$ cat config.mk
export PLATFORM = sky130hd
export DESIGN_NAME = adc_clock_result_control
export DESIGN_NICKNAME = d
export VERILOG_FILES = /design/src/adc_ctrl_pkg.sv /design/src/adc_clock_result_control.sv
export SDC_FILE = /design/constraint.sdc
export NUM_CORES = 1
export LEC_CHECK = 0
export BUFFER_PORTS_ARGS = -buffer_cell sky130_fd_sc_hd__buf_2
export CAP_MARGIN = 25
export CORE_ASPECT_RATIO = 1.1
export CORE_MARGIN = 8
export CORE_UTILIZATION = 55
export DETAILED_ROUTE_END_ITERATION = 6
export HOLD_SLACK_MARGIN = 0.02
export PLACE_DENSITY = 0.92
export SLEW_MARGIN = 30
export SYNTH_ARGS = -nofsm -noshare
export SYNTH_HDL_FRONTEND = slang
export SYNTH_SLANG_ARGS = --single-unit
$ cat constraint.sdc
create_clock -name clk_sys -period 4.65 [get_ports clk_sys]
set_input_delay 0.465 -clock clk_sys [delete_from_list [all_inputs] [get_ports clk_sys]]
set_output_delay 0.465 -clock clk_sys [all_outputs]
set_load 0.02 [all_outputs]
$ cat src/adc_ctrl_pkg.sv
// Notes on behaviour
// RULE1 - codes 000,100,001 divide by 2,4,8
// RULE2 - codes 101,010,110 divide by 16,32,64
// RULE3 - low bits 11 select dedicated RC clock
// RULE4 - software uses RC clock in sleep
// RULE5 - software waits 200 us after temp select
// RULE6 - software leaves 200 us between temp conversions
// RULE7 - one channel reserved for temperature indicator
// RULE8 - high result holds bits nine to two
// RULE9 - low result bits 7-6 hold bits one, zero
// RULE10 - go starts conversion, done clears, loads, flags
// RULE11 - temp indicator off unless enable set
// RULE12 - range bit picks high or low range
package adc_ctrl_pkg;
   // ==========================================
   // register byte addresses
   localparam logic [7:0] OFF_CTRL_A = 8'h00;
   localparam logic [7:0] OFF_CTRL_B = 8'h04;
   localparam logic [7:0] OFF_TRIG = 8'h08;
   localparam logic [7:0] OFF_RES_HI = 8'h0C;
   localparam logic [7:0] OFF_RES_LO = 8'h10;
   localparam logic [7:0] OFF_VREF = 8'h14;
   localparam logic [7:0] OFF_IRQ_STAT = 8'h18;
   localparam logic [7:0] OFF_IRQ_EN = 8'h1C;
   localparam logic [7:0] OFF_IRQ_CLR = 8'h20;
   // ==========================================
   // field positions
   localparam int CONV_ON_BIT = 0;
   localparam int GO_BIT = 1;
   localparam int CHAN_LSB = 2;
   localparam int CLKSEL_LSB = 4;
   localparam int FMT_BIT = 7;
   localparam int TRIG_LSB = 4;
   localparam int PREF_LSB = 0;
   localparam int TRNG_BIT = 4;
   localparam int TEMP_SENSE_ENABLE_BIT = 5;
   localparam int FVREN_BIT = 7;
   // ==========================================
   // reset values and constants
   localparam logic [7:0] RST_BYTE = 8'h00;
   localparam logic [4:0] TEMP_CHANNEL = 5'h1D;
   localparam int CONV_BITS = 10;
   localparam int CONV_PERIODS = 11;
   localparam int CLK_MHZ = 40;
   localparam int RC_PERIOD_NS = 4000;
   localparam int RC_CYCLES = RC_PERIOD_NS * CLK_MHZ / 1000;
endpackage
$ cat src/adc_clock_result_control.sv
// Chosen here: the AHB-Lite interface to the registers and the register offsets.
module adc_clock_result_control (
   input wire logic clk_sys,
   input wire logic rst_n,
   input wire logic [31:0] haddr,
   input wire logic [1:0] htrans,
   input wire logic hwrite,
   input wire logic [2:0] hsize,
   input wire logic hsel,
   input wire logic hready,
   input wire logic [31:0] hwdata,
   output logic [31:0] hrdata,
   output logic hreadyout,
   output logic hresp,
   input wire logic sampleBit,
   output logic [4:0] inputChannelSelect,
   output logic tempSelected,
   output logic tempSenseEnable,
   output logic tempRangeHigh,
   output logic sampleStrobe,
   output logic convIrq
);
   // ==========================================
   // bus slave
   logic wrPend_reg, wrPend_next;
   logic [7:0] wrAddr_reg, wrAddr_next;
   logic [7:0] ctrlA_reg, ctrlA_next;
   logic [7:0] ctrlB_reg, ctrlB_next;
   logic [7:0] trig_reg, trig_next;
   logic [7:0] resHi_reg, resHi_next;
   logic [7:0] resLo_reg, resLo_next;
   logic [7:0] vref_reg, vref_next;
   logic irqStat_reg, irqStat_next;
   logic irqEn_reg, irqEn_next;
   logic [31:0] rdata_reg, rdata_next;
   logic addrPhase;
   logic [7:0] ad;
   logic [7:0] wb;

   assign addrPhase = hsel && htrans[1] && hready;
   assign ad = haddr[7:0];
   assign wb = hwdata[7:0];
   assign hreadyout = 1'b1;
   assign hresp = 1'b0;
   assign hrdata = rdata_reg;

   // ==========================================
   // conversion engine
   typedef enum logic [1:0] {S_IDLE, S_CONV} conv_state_e;
   conv_state_e state_reg, state_next;
   logic [5:0] div_reg, div_next;
   logic [7:0] rcCnt_reg, rcCnt_next;
   logic [3:0] step_reg, step_next;
   logic [9:0] sar_reg, sar_next;
   logic [6:0] divLimit;
   logic tick;
   logic done;
   logic [2:0] clkSel;

   assign clkSel = ctrlB_reg[adc_ctrl_pkg::CLKSEL_LSB +: 3];

   always_comb begin
      case (clkSel)
         3'b000: divLimit = 7'd2;  // [RULE1]
         3'b100: divLimit = 7'd4;  // [RULE1]
         3'b001: divLimit = 7'd8;  // [RULE1]
         3'b101: divLimit = 7'd16;  // [RULE2]
         3'b010: divLimit = 7'd32;  // [RULE2]
         3'b110: divLimit = 7'd64;  // [RULE2]
         default: divLimit = 7'd0;
      endcase
   end

   // low bits 11 run from the rc counter instead of the divider [RULE3]
   always_comb begin
      div_next = div_reg;
      rcCnt_next = rcCnt_reg;
      tick = 1'b0;
      if (state_reg != S_CONV) begin
         div_next = '0;
         rcCnt_next = '0;
      end else if (clkSel[1:0] == 2'b11) begin
         if (rcCnt_reg == 8'(adc_ctrl_pkg::RC_CYCLES - 1)) begin
            rcCnt_next = '0;
            tick = 1'b1;
         end else begin
            rcCnt_next = rcCnt_reg + 8'd1;
         end
      end else begin
         if ({1'b0, div_reg} == divLimit - 7'd1) begin
            div_next = '0;
            tick = 1'b1;
         end else begin
            div_next = div_reg + 6'd1;
         end
      end
   end

   always_comb begin
      state_next = state_reg;
      step_next = step_reg;
      sar_next = sar_reg;
      done = 1'b0;
      case (state_reg)
         S_IDLE: begin
            if (ctrlA_reg[adc_ctrl_pkg::GO_BIT] && ctrlA_reg[adc_ctrl_pkg::CONV_ON_BIT]) begin
               state_next = S_CONV;  // [RULE10]
               step_next = '0;
               sar_next = '0;
            end
         end
         S_CONV: begin
            if (!ctrlA_reg[adc_ctrl_pkg::CONV_ON_BIT]) begin
               state_next = S_IDLE;
            end else if (tick) begin
               if (step_reg != 4'd0) begin
                  sar_next = {sar_reg[8:0], sampleBit};
               end
               if (step_reg == 4'(adc_ctrl_pkg::CONV_PERIODS - 1)) begin
                  state_next = S_IDLE;
                  done = 1'b1;
               end else begin
                  step_next = step_reg + 4'd1;
               end
            end
         end
         default: state_next = S_IDLE;
      endcase
   end
   assign sampleStrobe = tick && (state_reg == S_CONV) && (step_reg != 4'd0);

   // ==========================================
   // registers and interrupt
   always_comb begin
      ctrlA_next = ctrlA_reg;
      ctrlB_next = ctrlB_reg;
      trig_next = trig_reg;
      resHi_next = resHi_reg;
      resLo_next = resLo_reg;
      vref_next = vref_reg;
      irqEn_next = irqEn_reg;
      irqStat_next = irqStat_reg;
      rdata_next = '0;
      wrPend_next = addrPhase && hwrite;
      wrAddr_next = ad;
      if (addrPhase && !hwrite) begin
         case (ad)
            adc_ctrl_pkg::OFF_CTRL_A: rdata_next = {24'h0000_00, ctrlA_reg};
            adc_ctrl_pkg::OFF_CTRL_B: rdata_next = {24'h0000_00, ctrlB_reg};
            adc_ctrl_pkg::OFF_TRIG: rdata_next = {24'h0000_00, trig_reg};
            adc_ctrl_pkg::OFF_RES_HI: rdata_next = {24'h0000_00, resHi_reg};
            adc_ctrl_pkg::OFF_RES_LO: rdata_next = {24'h0000_00, resLo_reg};
            adc_ctrl_pkg::OFF_VREF: rdata_next = {24'h0000_00, vref_reg};
            adc_ctrl_pkg::OFF_IRQ_STAT: rdata_next = {31'h0000_0000, irqStat_reg};
            adc_ctrl_pkg::OFF_IRQ_EN: rdata_next = {31'h0000_0000, irqEn_reg};
            default: rdata_next = '0;
         endcase
      end
      if (wrPend_reg) begin
         case (wrAddr_reg)
            adc_ctrl_pkg::OFF_CTRL_A: ctrlA_next = {1'b0, wb[6:0]};
            adc_ctrl_pkg::OFF_CTRL_B: ctrlB_next = {wb[7:4], 2'b00, wb[1:0]};
            adc_ctrl_pkg::OFF_TRIG: trig_next = {wb[7:4], 4'h0};
            adc_ctrl_pkg::OFF_RES_HI: resHi_next = wb;
            adc_ctrl_pkg::OFF_RES_LO: resLo_next = wb;
            adc_ctrl_pkg::OFF_VREF: vref_next = {wb[7], 1'b0, wb[5:4], 2'b00, wb[1:0]};
            adc_ctrl_pkg::OFF_IRQ_EN: irqEn_next = wb[0];
            adc_ctrl_pkg::OFF_IRQ_CLR: begin
               if (wb[0]) begin
                  irqStat_next = 1'b0;
               end
            end
            default: ;
         endcase
      end
      if (done) begin
         ctrlA_next[adc_ctrl_pkg::GO_BIT] = 1'b0;  // [RULE10]
         irqStat_next = 1'b1;  // [RULE10]
         if (!ctrlB_reg[adc_ctrl_pkg::FMT_BIT]) begin
            resHi_next = sar_next[9:2];  // [RULE8]
            resLo_next = {sar_next[1:0], 6'h00};  // [RULE9]
         end else begin
            resHi_next = {6'h00, sar_next[9:8]};
            resLo_next = sar_next[7:0];
         end
      end else if (state_reg == S_CONV && !ctrlA_reg[adc_ctrl_pkg::CONV_ON_BIT]) begin
         ctrlA_next[adc_ctrl_pkg::GO_BIT] = 1'b0;
      end
   end

   always_ff @(posedge clk_sys) begin
      if (!rst_n) begin
         state_reg <= S_IDLE;
         div_reg <= '0;
         rcCnt_reg <= '0;
         step_reg <= '0;
         sar_reg <= '0;
         ctrlA_reg <= adc_ctrl_pkg::RST_BYTE;
         ctrlB_reg <= adc_ctrl_pkg::RST_BYTE;
         trig_reg <= adc_ctrl_pkg::RST_BYTE;
         resHi_reg <= adc_ctrl_pkg::RST_BYTE;
         resLo_reg <= adc_ctrl_pkg::RST_BYTE;
         vref_reg <= adc_ctrl_pkg::RST_BYTE;
         irqStat_reg <= 1'b0;
         irqEn_reg <= 1'b0;
         rdata_reg <= '0;
         wrPend_reg <= 1'b0;
         wrAddr_reg <= '0;
      end else begin
         state_reg <= state_next;
         div_reg <= div_next;
         rcCnt_reg <= rcCnt_next;
         step_reg <= step_next;
         sar_reg <= sar_next;
         ctrlA_reg <= ctrlA_next;
         ctrlB_reg <= ctrlB_next;
         trig_reg <= trig_next;
         resHi_reg <= resHi_next;
         resLo_reg <= resLo_next;
         vref_reg <= vref_next;
         irqStat_reg <= irqStat_next;
         irqEn_reg <= irqEn_next;
         rdata_reg <= rdata_next;
         wrPend_reg <= wrPend_next;
         wrAddr_reg <= wrAddr_next;
      end
   end

   // ==========================================
   // analogue side controls
   assign inputChannelSelect = ctrlA_reg[adc_ctrl_pkg::CHAN_LSB +: 5];
   assign tempSelected = inputChannelSelect == adc_ctrl_pkg::TEMP_CHANNEL;  // [RULE7]
   assign tempSenseEnable = vref_reg[adc_ctrl_pkg::TEMP_SENSE_ENABLE_BIT];  // [RULE11]
   assign tempRangeHigh = vref_reg[adc_ctrl_pkg::TEMP_SENSE_ENABLE_BIT] && vref_reg[adc_ctrl_pkg::TRNG_BIT];  // [RULE12]
   assign convIrq = irqStat_reg && irqEn_reg;

   // ==========================================
   // assertions
   property p_div8;
      @(posedge clk_sys) disable iff (!rst_n)
      (state_reg == S_CONV && clkSel == 3'b001 && tick) |-> ##8 (tick || state_reg != S_CONV || $changed(clkSel));
   endproperty
   a_div8: assert property (p_div8) else $error("divide by 8 period wrong"); // [RULE1]
   property p_div2;
      @(posedge clk_sys) disable iff (!rst_n)
      (state_reg == S_CONV && clkSel == 3'b000 && div_reg == 6'd1) |-> tick;
   endproperty
   a_div2: assert property (p_div2) else $error("divide by 2 tick missing"); // [RULE1]
   property p_div64;
      @(posedge clk_sys) disable iff (!rst_n)
      (clkSel == 3'b110 && tick) |-> div_reg == 6'd63;
   endproperty
   a_div64: assert property (p_div64) else $error("divide by 64 tick wrong"); // [RULE2]
   property p_rc;
      @(posedge clk_sys) disable iff (!rst_n)
      (clkSel[1:0] == 2'b11 && tick) |-> rcCnt_reg == 8'(adc_ctrl_pkg::RC_CYCLES - 1);
   endproperty
   a_rc: assert property (p_rc) else $error("rc period wrong"); // [RULE3]
   property p_done;
      @(posedge clk_sys) disable iff (!rst_n)
      done |=> (irqStat_reg && !ctrlA_reg[adc_ctrl_pkg::GO_BIT]);
   endproperty
   a_done: assert property (p_done) else $error("done did not flag"); // [RULE10]
   property p_left;
      @(posedge clk_sys) disable iff (!rst_n)
      (done && !ctrlB_reg[adc_ctrl_pkg::FMT_BIT]) |=> resHi_reg == $past(sar_next[9:2]);
   endproperty
   a_left: assert property (p_left) else $error("high result wrong"); // [RULE8]
   property p_low;
      @(posedge clk_sys) disable iff (!rst_n)
      (done && !ctrlB_reg[adc_ctrl_pkg::FMT_BIT]) |=> resLo_reg[5:0] == 6'h00;
   endproperty
   a_low: assert property (p_low) else $error("low result wrong"); // [RULE9]
   property p_temp;
      @(posedge clk_sys) disable iff (!rst_n)
      !tempSenseEnable |-> !tempRangeHigh;
   endproperty
   a_temp: assert property (p_temp) else $error("temp active while off"); // [RULE11]
   property p_rng;
      @(posedge clk_sys) disable iff (!rst_n)
      tempSenseEnable |-> tempRangeHigh == vref_reg[adc_ctrl_pkg::TRNG_BIT];
   endproperty
   a_rng: assert property (p_rng) else $error("range wrong"); // [RULE12]
   property p_chan;
      @(posedge clk_sys) disable iff (!rst_n)
      tempSelected |-> inputChannelSelect == 5'h1D;
   endproperty
   a_chan: assert property (p_chan) else $error("temp channel wrong"); // [RULE7]
   c_conv: cover property (@(posedge clk_sys) disable iff (!rst_n) done);
   c_rc: cover property (@(posedge clk_sys) disable iff (!rst_n) done && clkSel[1:0] == 2'b11);
   c_irq: cover property (@(posedge clk_sys) disable iff (!rst_n) convIrq);
endmodule

# --- Yosys cells after proc, flatten, opt, wreduce, memory -nomap -nowiden ---
# Index checks and enable logic that the tools add are counted.
op_classes:
  n_addsub: 4
  n_bitwise: 1
  eq_ne: 32
  n_reduce_logical: 36
  muxes: 39
ops:
  columns: ["cell", "n"]
  rows:
  - ["2-to-1 mux 8 bit", 9]
  - ["case mux 8 bit (8 select lines)", 1]
  - ["equality test 8 x 5 -> 1 bit, second input constant", 7]
  - ["case mux 7 bit (6 select lines)", 1]
  - ["2-to-1 mux 10 bit", 4]
  - ["equality test 8 x 4 -> 1 bit, second input constant", 4]
  - ["case mux 10 bit (2 select lines)", 1]
  - ["equality test 8 x 3 -> 1 bit, second input constant", 2]
  - ["logical NOT 8 bit", 2]
  - ["2-to-1 mux 4 bit", 4]
  - ["AND reduction 2 bit", 8]
  - ["2-to-1 mux 1 bit", 12]
  - ["nonzero test 2 bit", 6]
  - ["logical AND 1 bit", 10]
  - ["equality test 3 bit, second input constant", 3]
  - ["adder 8 x 1 -> 8 bit, second input constant", 1]
  - ["equality test 8 x 6 -> 1 bit, second input constant", 1]
  - ["equality test 8 bit, second input constant", 1]
  - ["2-to-1 mux 2 bit", 4]
  - ["!= test 2 bit, second input constant", 4]
  - ["case mux 4 bit (2 select lines)", 1]
  - ["equality test 6 x 7 -> 1 bit", 1]
  - ["subtractor 7 x 1 -> 7 bit, second input constant", 1]
  - ["adder 6 x 1 -> 6 bit, second input constant", 1]
  - ["20 further kinds", 23]
totals:
  reg_bits: 111
  elab_cells: 129
  inputBits: 75

# --- Depth between registers and ports, before layout ---
logic_depth:
  ltp_word: 12
  ltp_mapped: 12
  mapped_depth_nobuf: 10

# --- Worst setup path before layout ---
# OpenSTA, ideal clock, no wires.
synth_timing:
  path_kind: "reg2out"
  start: "reg ctrlB_reg[4]"
  end: "out sampleStrobe"
  arrival_ps: 2160
  path_stages_with_launch: 8
  path_slack_ps: 2025
  required_ps: 4185
  cell_sequence: "dfxtp_1 > or3_4 > ha_1 > or4b_4 > o211ai_2 > xor2_2 > o21ai_0 > and3_1"
synth_via:
  elab_chain_cells: 9
  word_cells_on_any_way: 15
synth_lines:
  columns: ["item", "line_no", "text"]
  rows:
  - ["start: declaration", "adc_clock_result_control.sv:28", "logic [7:0] ctrlB_reg, ctrlB_next;"]
  - ["start signal: assignment", "adc_clock_result_control.sv:199", "ctrlB_reg <= adc_ctrl_pkg::RST_BYTE;"]
  - ["start signal: assignment", "adc_clock_result_control.sv:216", "ctrlB_reg <= ctrlB_next;"]
  - ["equality test 3 bit, or another cell as far along", "adc_clock_result_control.sv:63", "case (clkSel)"]
  - ["case mux 7 bit (6 select lines)", "adc_clock_result_control.sv:63", null]
  - ["subtractor 7 x 1 -> 7 bit", "adc_clock_result_control.sv:90", "if ({1'b0, div_reg} == divLimit - 7'd1) begin"]
  - ["equality test 6 x 7 -> 1 bit", "adc_clock_result_control.sv:90", null]
  - ["2-to-1 mux 1 bit", "adc_clock_result_control.sv:90", null]
  - ["2-to-1 mux 1 bit (*)", "adc_clock_result_control.sv:82", "end else if (clkSel[1:0] == 2'b11) begin"]
  - ["2-to-1 mux 1 bit (*)", "adc_clock_result_control.sv:79", "if (state_reg != S_CONV) begin"]
  - ["logical AND 1 bit (*) (2 in a row)", "adc_clock_result_control.sv:130", "assign sampleStrobe = tick && (state_reg == S_CONV) && (step_reg != 4'd0);"]
  - ["end: declaration", "adc_clock_result_control.sv:20", "output logic sampleStrobe,"]
# Every way passes the cells marked *; elsewhere a longest branch is shown, timed or not.

# --- Final worst setup path ---
# Ends and elaborated chain as after synthesis.

==> flow_summary.toml <==
[route]
top_signal_layer_used = "met4"
wl_per_cell_um = 16.3
drtIter0Drc = 251
wl_met2_mm = 5.10
drt_pre_antenna_iters = 4
viasPerCell = 5.60
wl_met1_mm = 4.06
detail_route.wirelength_mm = 10.1
detail-route-antenna-nets = 0
vias = 3466
met3_wirelength_um = 625
remaining_routing_drc_violations = 0

[job]
max_cap_violations = 0

[global_route]
grt_antenna_before_repair = 0
grt_pass1_vias = 3442
grt_pass1_wl_mm = 16.4
globalRouteOverflowTotal = 0
grt_util_all_layers = 0.181
grt_start_max_net_pins = 49

[floorplan]
die-area_sq_um = 11300
rows = 34
pin_count = 119
fp.coreArea_sq_um = 7910
initial_core_utilization = 0.564
die_y_um = 111
fp.dieW_um = 102

[sta]
max-slew-margin-rel = 0.384
rsz_0062_raised_after_global_routing = "no"
maxSlewViolCount = 0
worst-slew-pin-transition_ps = 920
postLayoutSetupSlackWorst_ps = 1210
finalSetupTns_ps = 0
fmaxAchievable_mhz = 290
min_period_over_period = 0.741
setup_viol = 0
skew_ps = 10.2
final_period_minus_worst_setup_slack_ps = 3440
finalHoldViolCount = 0

[clock_tree]
clock_path_buffers = 2
cts_tree = "yes"
hold_buffers = 0
cts_buffers = 9
clk_transition_reported_paths_ps = 90
cts_max_level = 3
clk_latency_ps = 360
numClockSinks = 86
total_of_cells_resized_after_clock_tree_synthesis = 0
clk_root_buffer_cell = "clkbuf_8"
postCtsSetupRepairBufs = 0

[logic_synthesis]
yosys.cell_types.count = 60
ys_seq_elements = 86
async_reset_ff_frac = 0
number_of_flops_mapped_to_enable_cells_by_yosys = 0
synth_cells = 483
syn-cell-area_sq_um = 4470
synth_top_flop_cell = "dfxtp_1"
synth.yosys.seq_area_share = 0.386
syn_avg_cell_area_sq_um = 9.25
ys_warn_count = 0

[placed_design]
dp_worst_setup_slack_ps = 1470
dp_hpwl_mm = 7.34
placement.io_buffers = 40
gp_routability_congestion = 0.862

[power]
design_power_total_mw = 1.33
power.static_leakage_nw = 1.79
power_density_nw_per_um2 = 281
vdd_ir_drop_max_v = 0.000163

[layout]
final_common_cell = "dfxtp_1"
area_added_between_synthesis_and_finish_pct = 6.28
largest_reg_flops = 10
final_cell_mix = "dfxtp_1, mux2i_1, nand2_1, buf_2, nor2_1"
num-nets-final = 587
n_fill_cell = 673
post_route_cells_drive_above_1_share = 0.172
num_antenna_cells = 0

[critical_path]
startpoint = "ctrlB_reg[4]"
worst-setup-path-type = "reg2out"
required_ps = 4180
cp-end-kind = "output pin"
crit_arrival_ps = 2980
worstPathMaxFanout = 11
critical_path.reg2reg.startpoint = "ctrlB_reg[4]"
ff2ff_path_depth = 9
crit_path_start_kind = "flip-flop"

[hold_path]
hold_class = "in2reg"
hold-path-cell-count = 2
hp-start = "haddr[5]"

[run_status]
run_status = "finished clean"
==> through the flow <==
step / hold WS (ps) / std cells / area [sq um] / utilization
final: 315 / 619 / 4750 / 0.600
after global routing: 304 / 619 / 4750 / 0.600
after CTS: 307 / 619 / 4750 / 0.600
after detailed placement: 464 / 603 / 4550 / 0.575
after global placement: 452 / 603 / 4550 / 0.575
after floorplan: 431 / 507 / 4560 / -
==> worst paths after layout <==
check,endpoint,slack (ps)
worst max-delay path,sampleStrobe,1210
worst min-delay path,wrAddr_reg[5],320
worst max register to register,resLo_reg[7],1420
worst min register to register,hrdata[3],480
==> critical path: stages, from the launching register on <==
cell	delay, ps
dfxtp_1	420
or3_4	440
ha_1	310
xor2_1	150
o211ai_1	120
or3_1	430
o21ai_0	330
and3_1	230
buf_2	180
==> kinds of logic (layout without fill, tap and decap cells) <==
| logic type | count (synthesis) | in the layout | share of synthesized area |
|---|---|---|---|
| AO/OA/AOI/OAI | 64 | 64 | 0.0997 |
| XOR/XNOR | 16 | 16 | 0.0331 |
| adder cells (fa/ha/maj) | 6 | 6 | 0.0168 |
| buffers and inverters | 55 | 59 | 0.0793 |
| flip-flops | 86 | 86 | 0.386 |
| multiplexers | 57 | 57 | 0.141 |
| other | 2 | 26 | 0.00168 |
| AND/OR/NAND/NOR | 197 | 197 | 0.242 |
==> area by class of cell <==
cell class	instances	area, sq um	area share
Tap cell	108	135	0.0285
Timing Repair Buffer	40	200	0.0422
Multi-Input combinational cell	366	2480	0.523
Clock inverter	6	70.1	0.0148
Clock buffer	10	128	0.0269
Inverter	3	11.3	0.00237
Sequential cell	86	1720	0.363
==> metal layers <==
metal,vias up,global-route usage
met2,116,0.312
met1,1647,0.207
met3,25,0.0352
met5,-,0
met4,0,0.0833
li1,1678,-
==> report_power, final <==
group | switching, mW | internal, mW
clock | 0.273 | 0.253
combinational | 0.0461 | 0.0190
sequential | 0.00289 | 0.740
==> synthesized netlist by cell type (all sizes together), types with 5 or more instances <==
library cell  number  area [sq um]
or2                5          31.3
and2              17           106
buf               37           287
a22oi              7          52.6
clkbuf            15          56.3
dfxtp             86          1720
mux2               7          93.8
nand2             46           180
nor2              39           159
a21oi             12          60.1
nand4              9          62.6
nand3             10          50.1
mux2i             47           470
o21ai             12          60.1
or3                6          42.5
nor3               8          45.0
nand3b             6          45.0
o211ai             6          55.1
xnor2              6          52.6
ha                 6          75.1
xor2              10          95.1
o22ai             12          75.1
nor2b             32           200
Note: power is estimated with default switching activity, not from simulation.
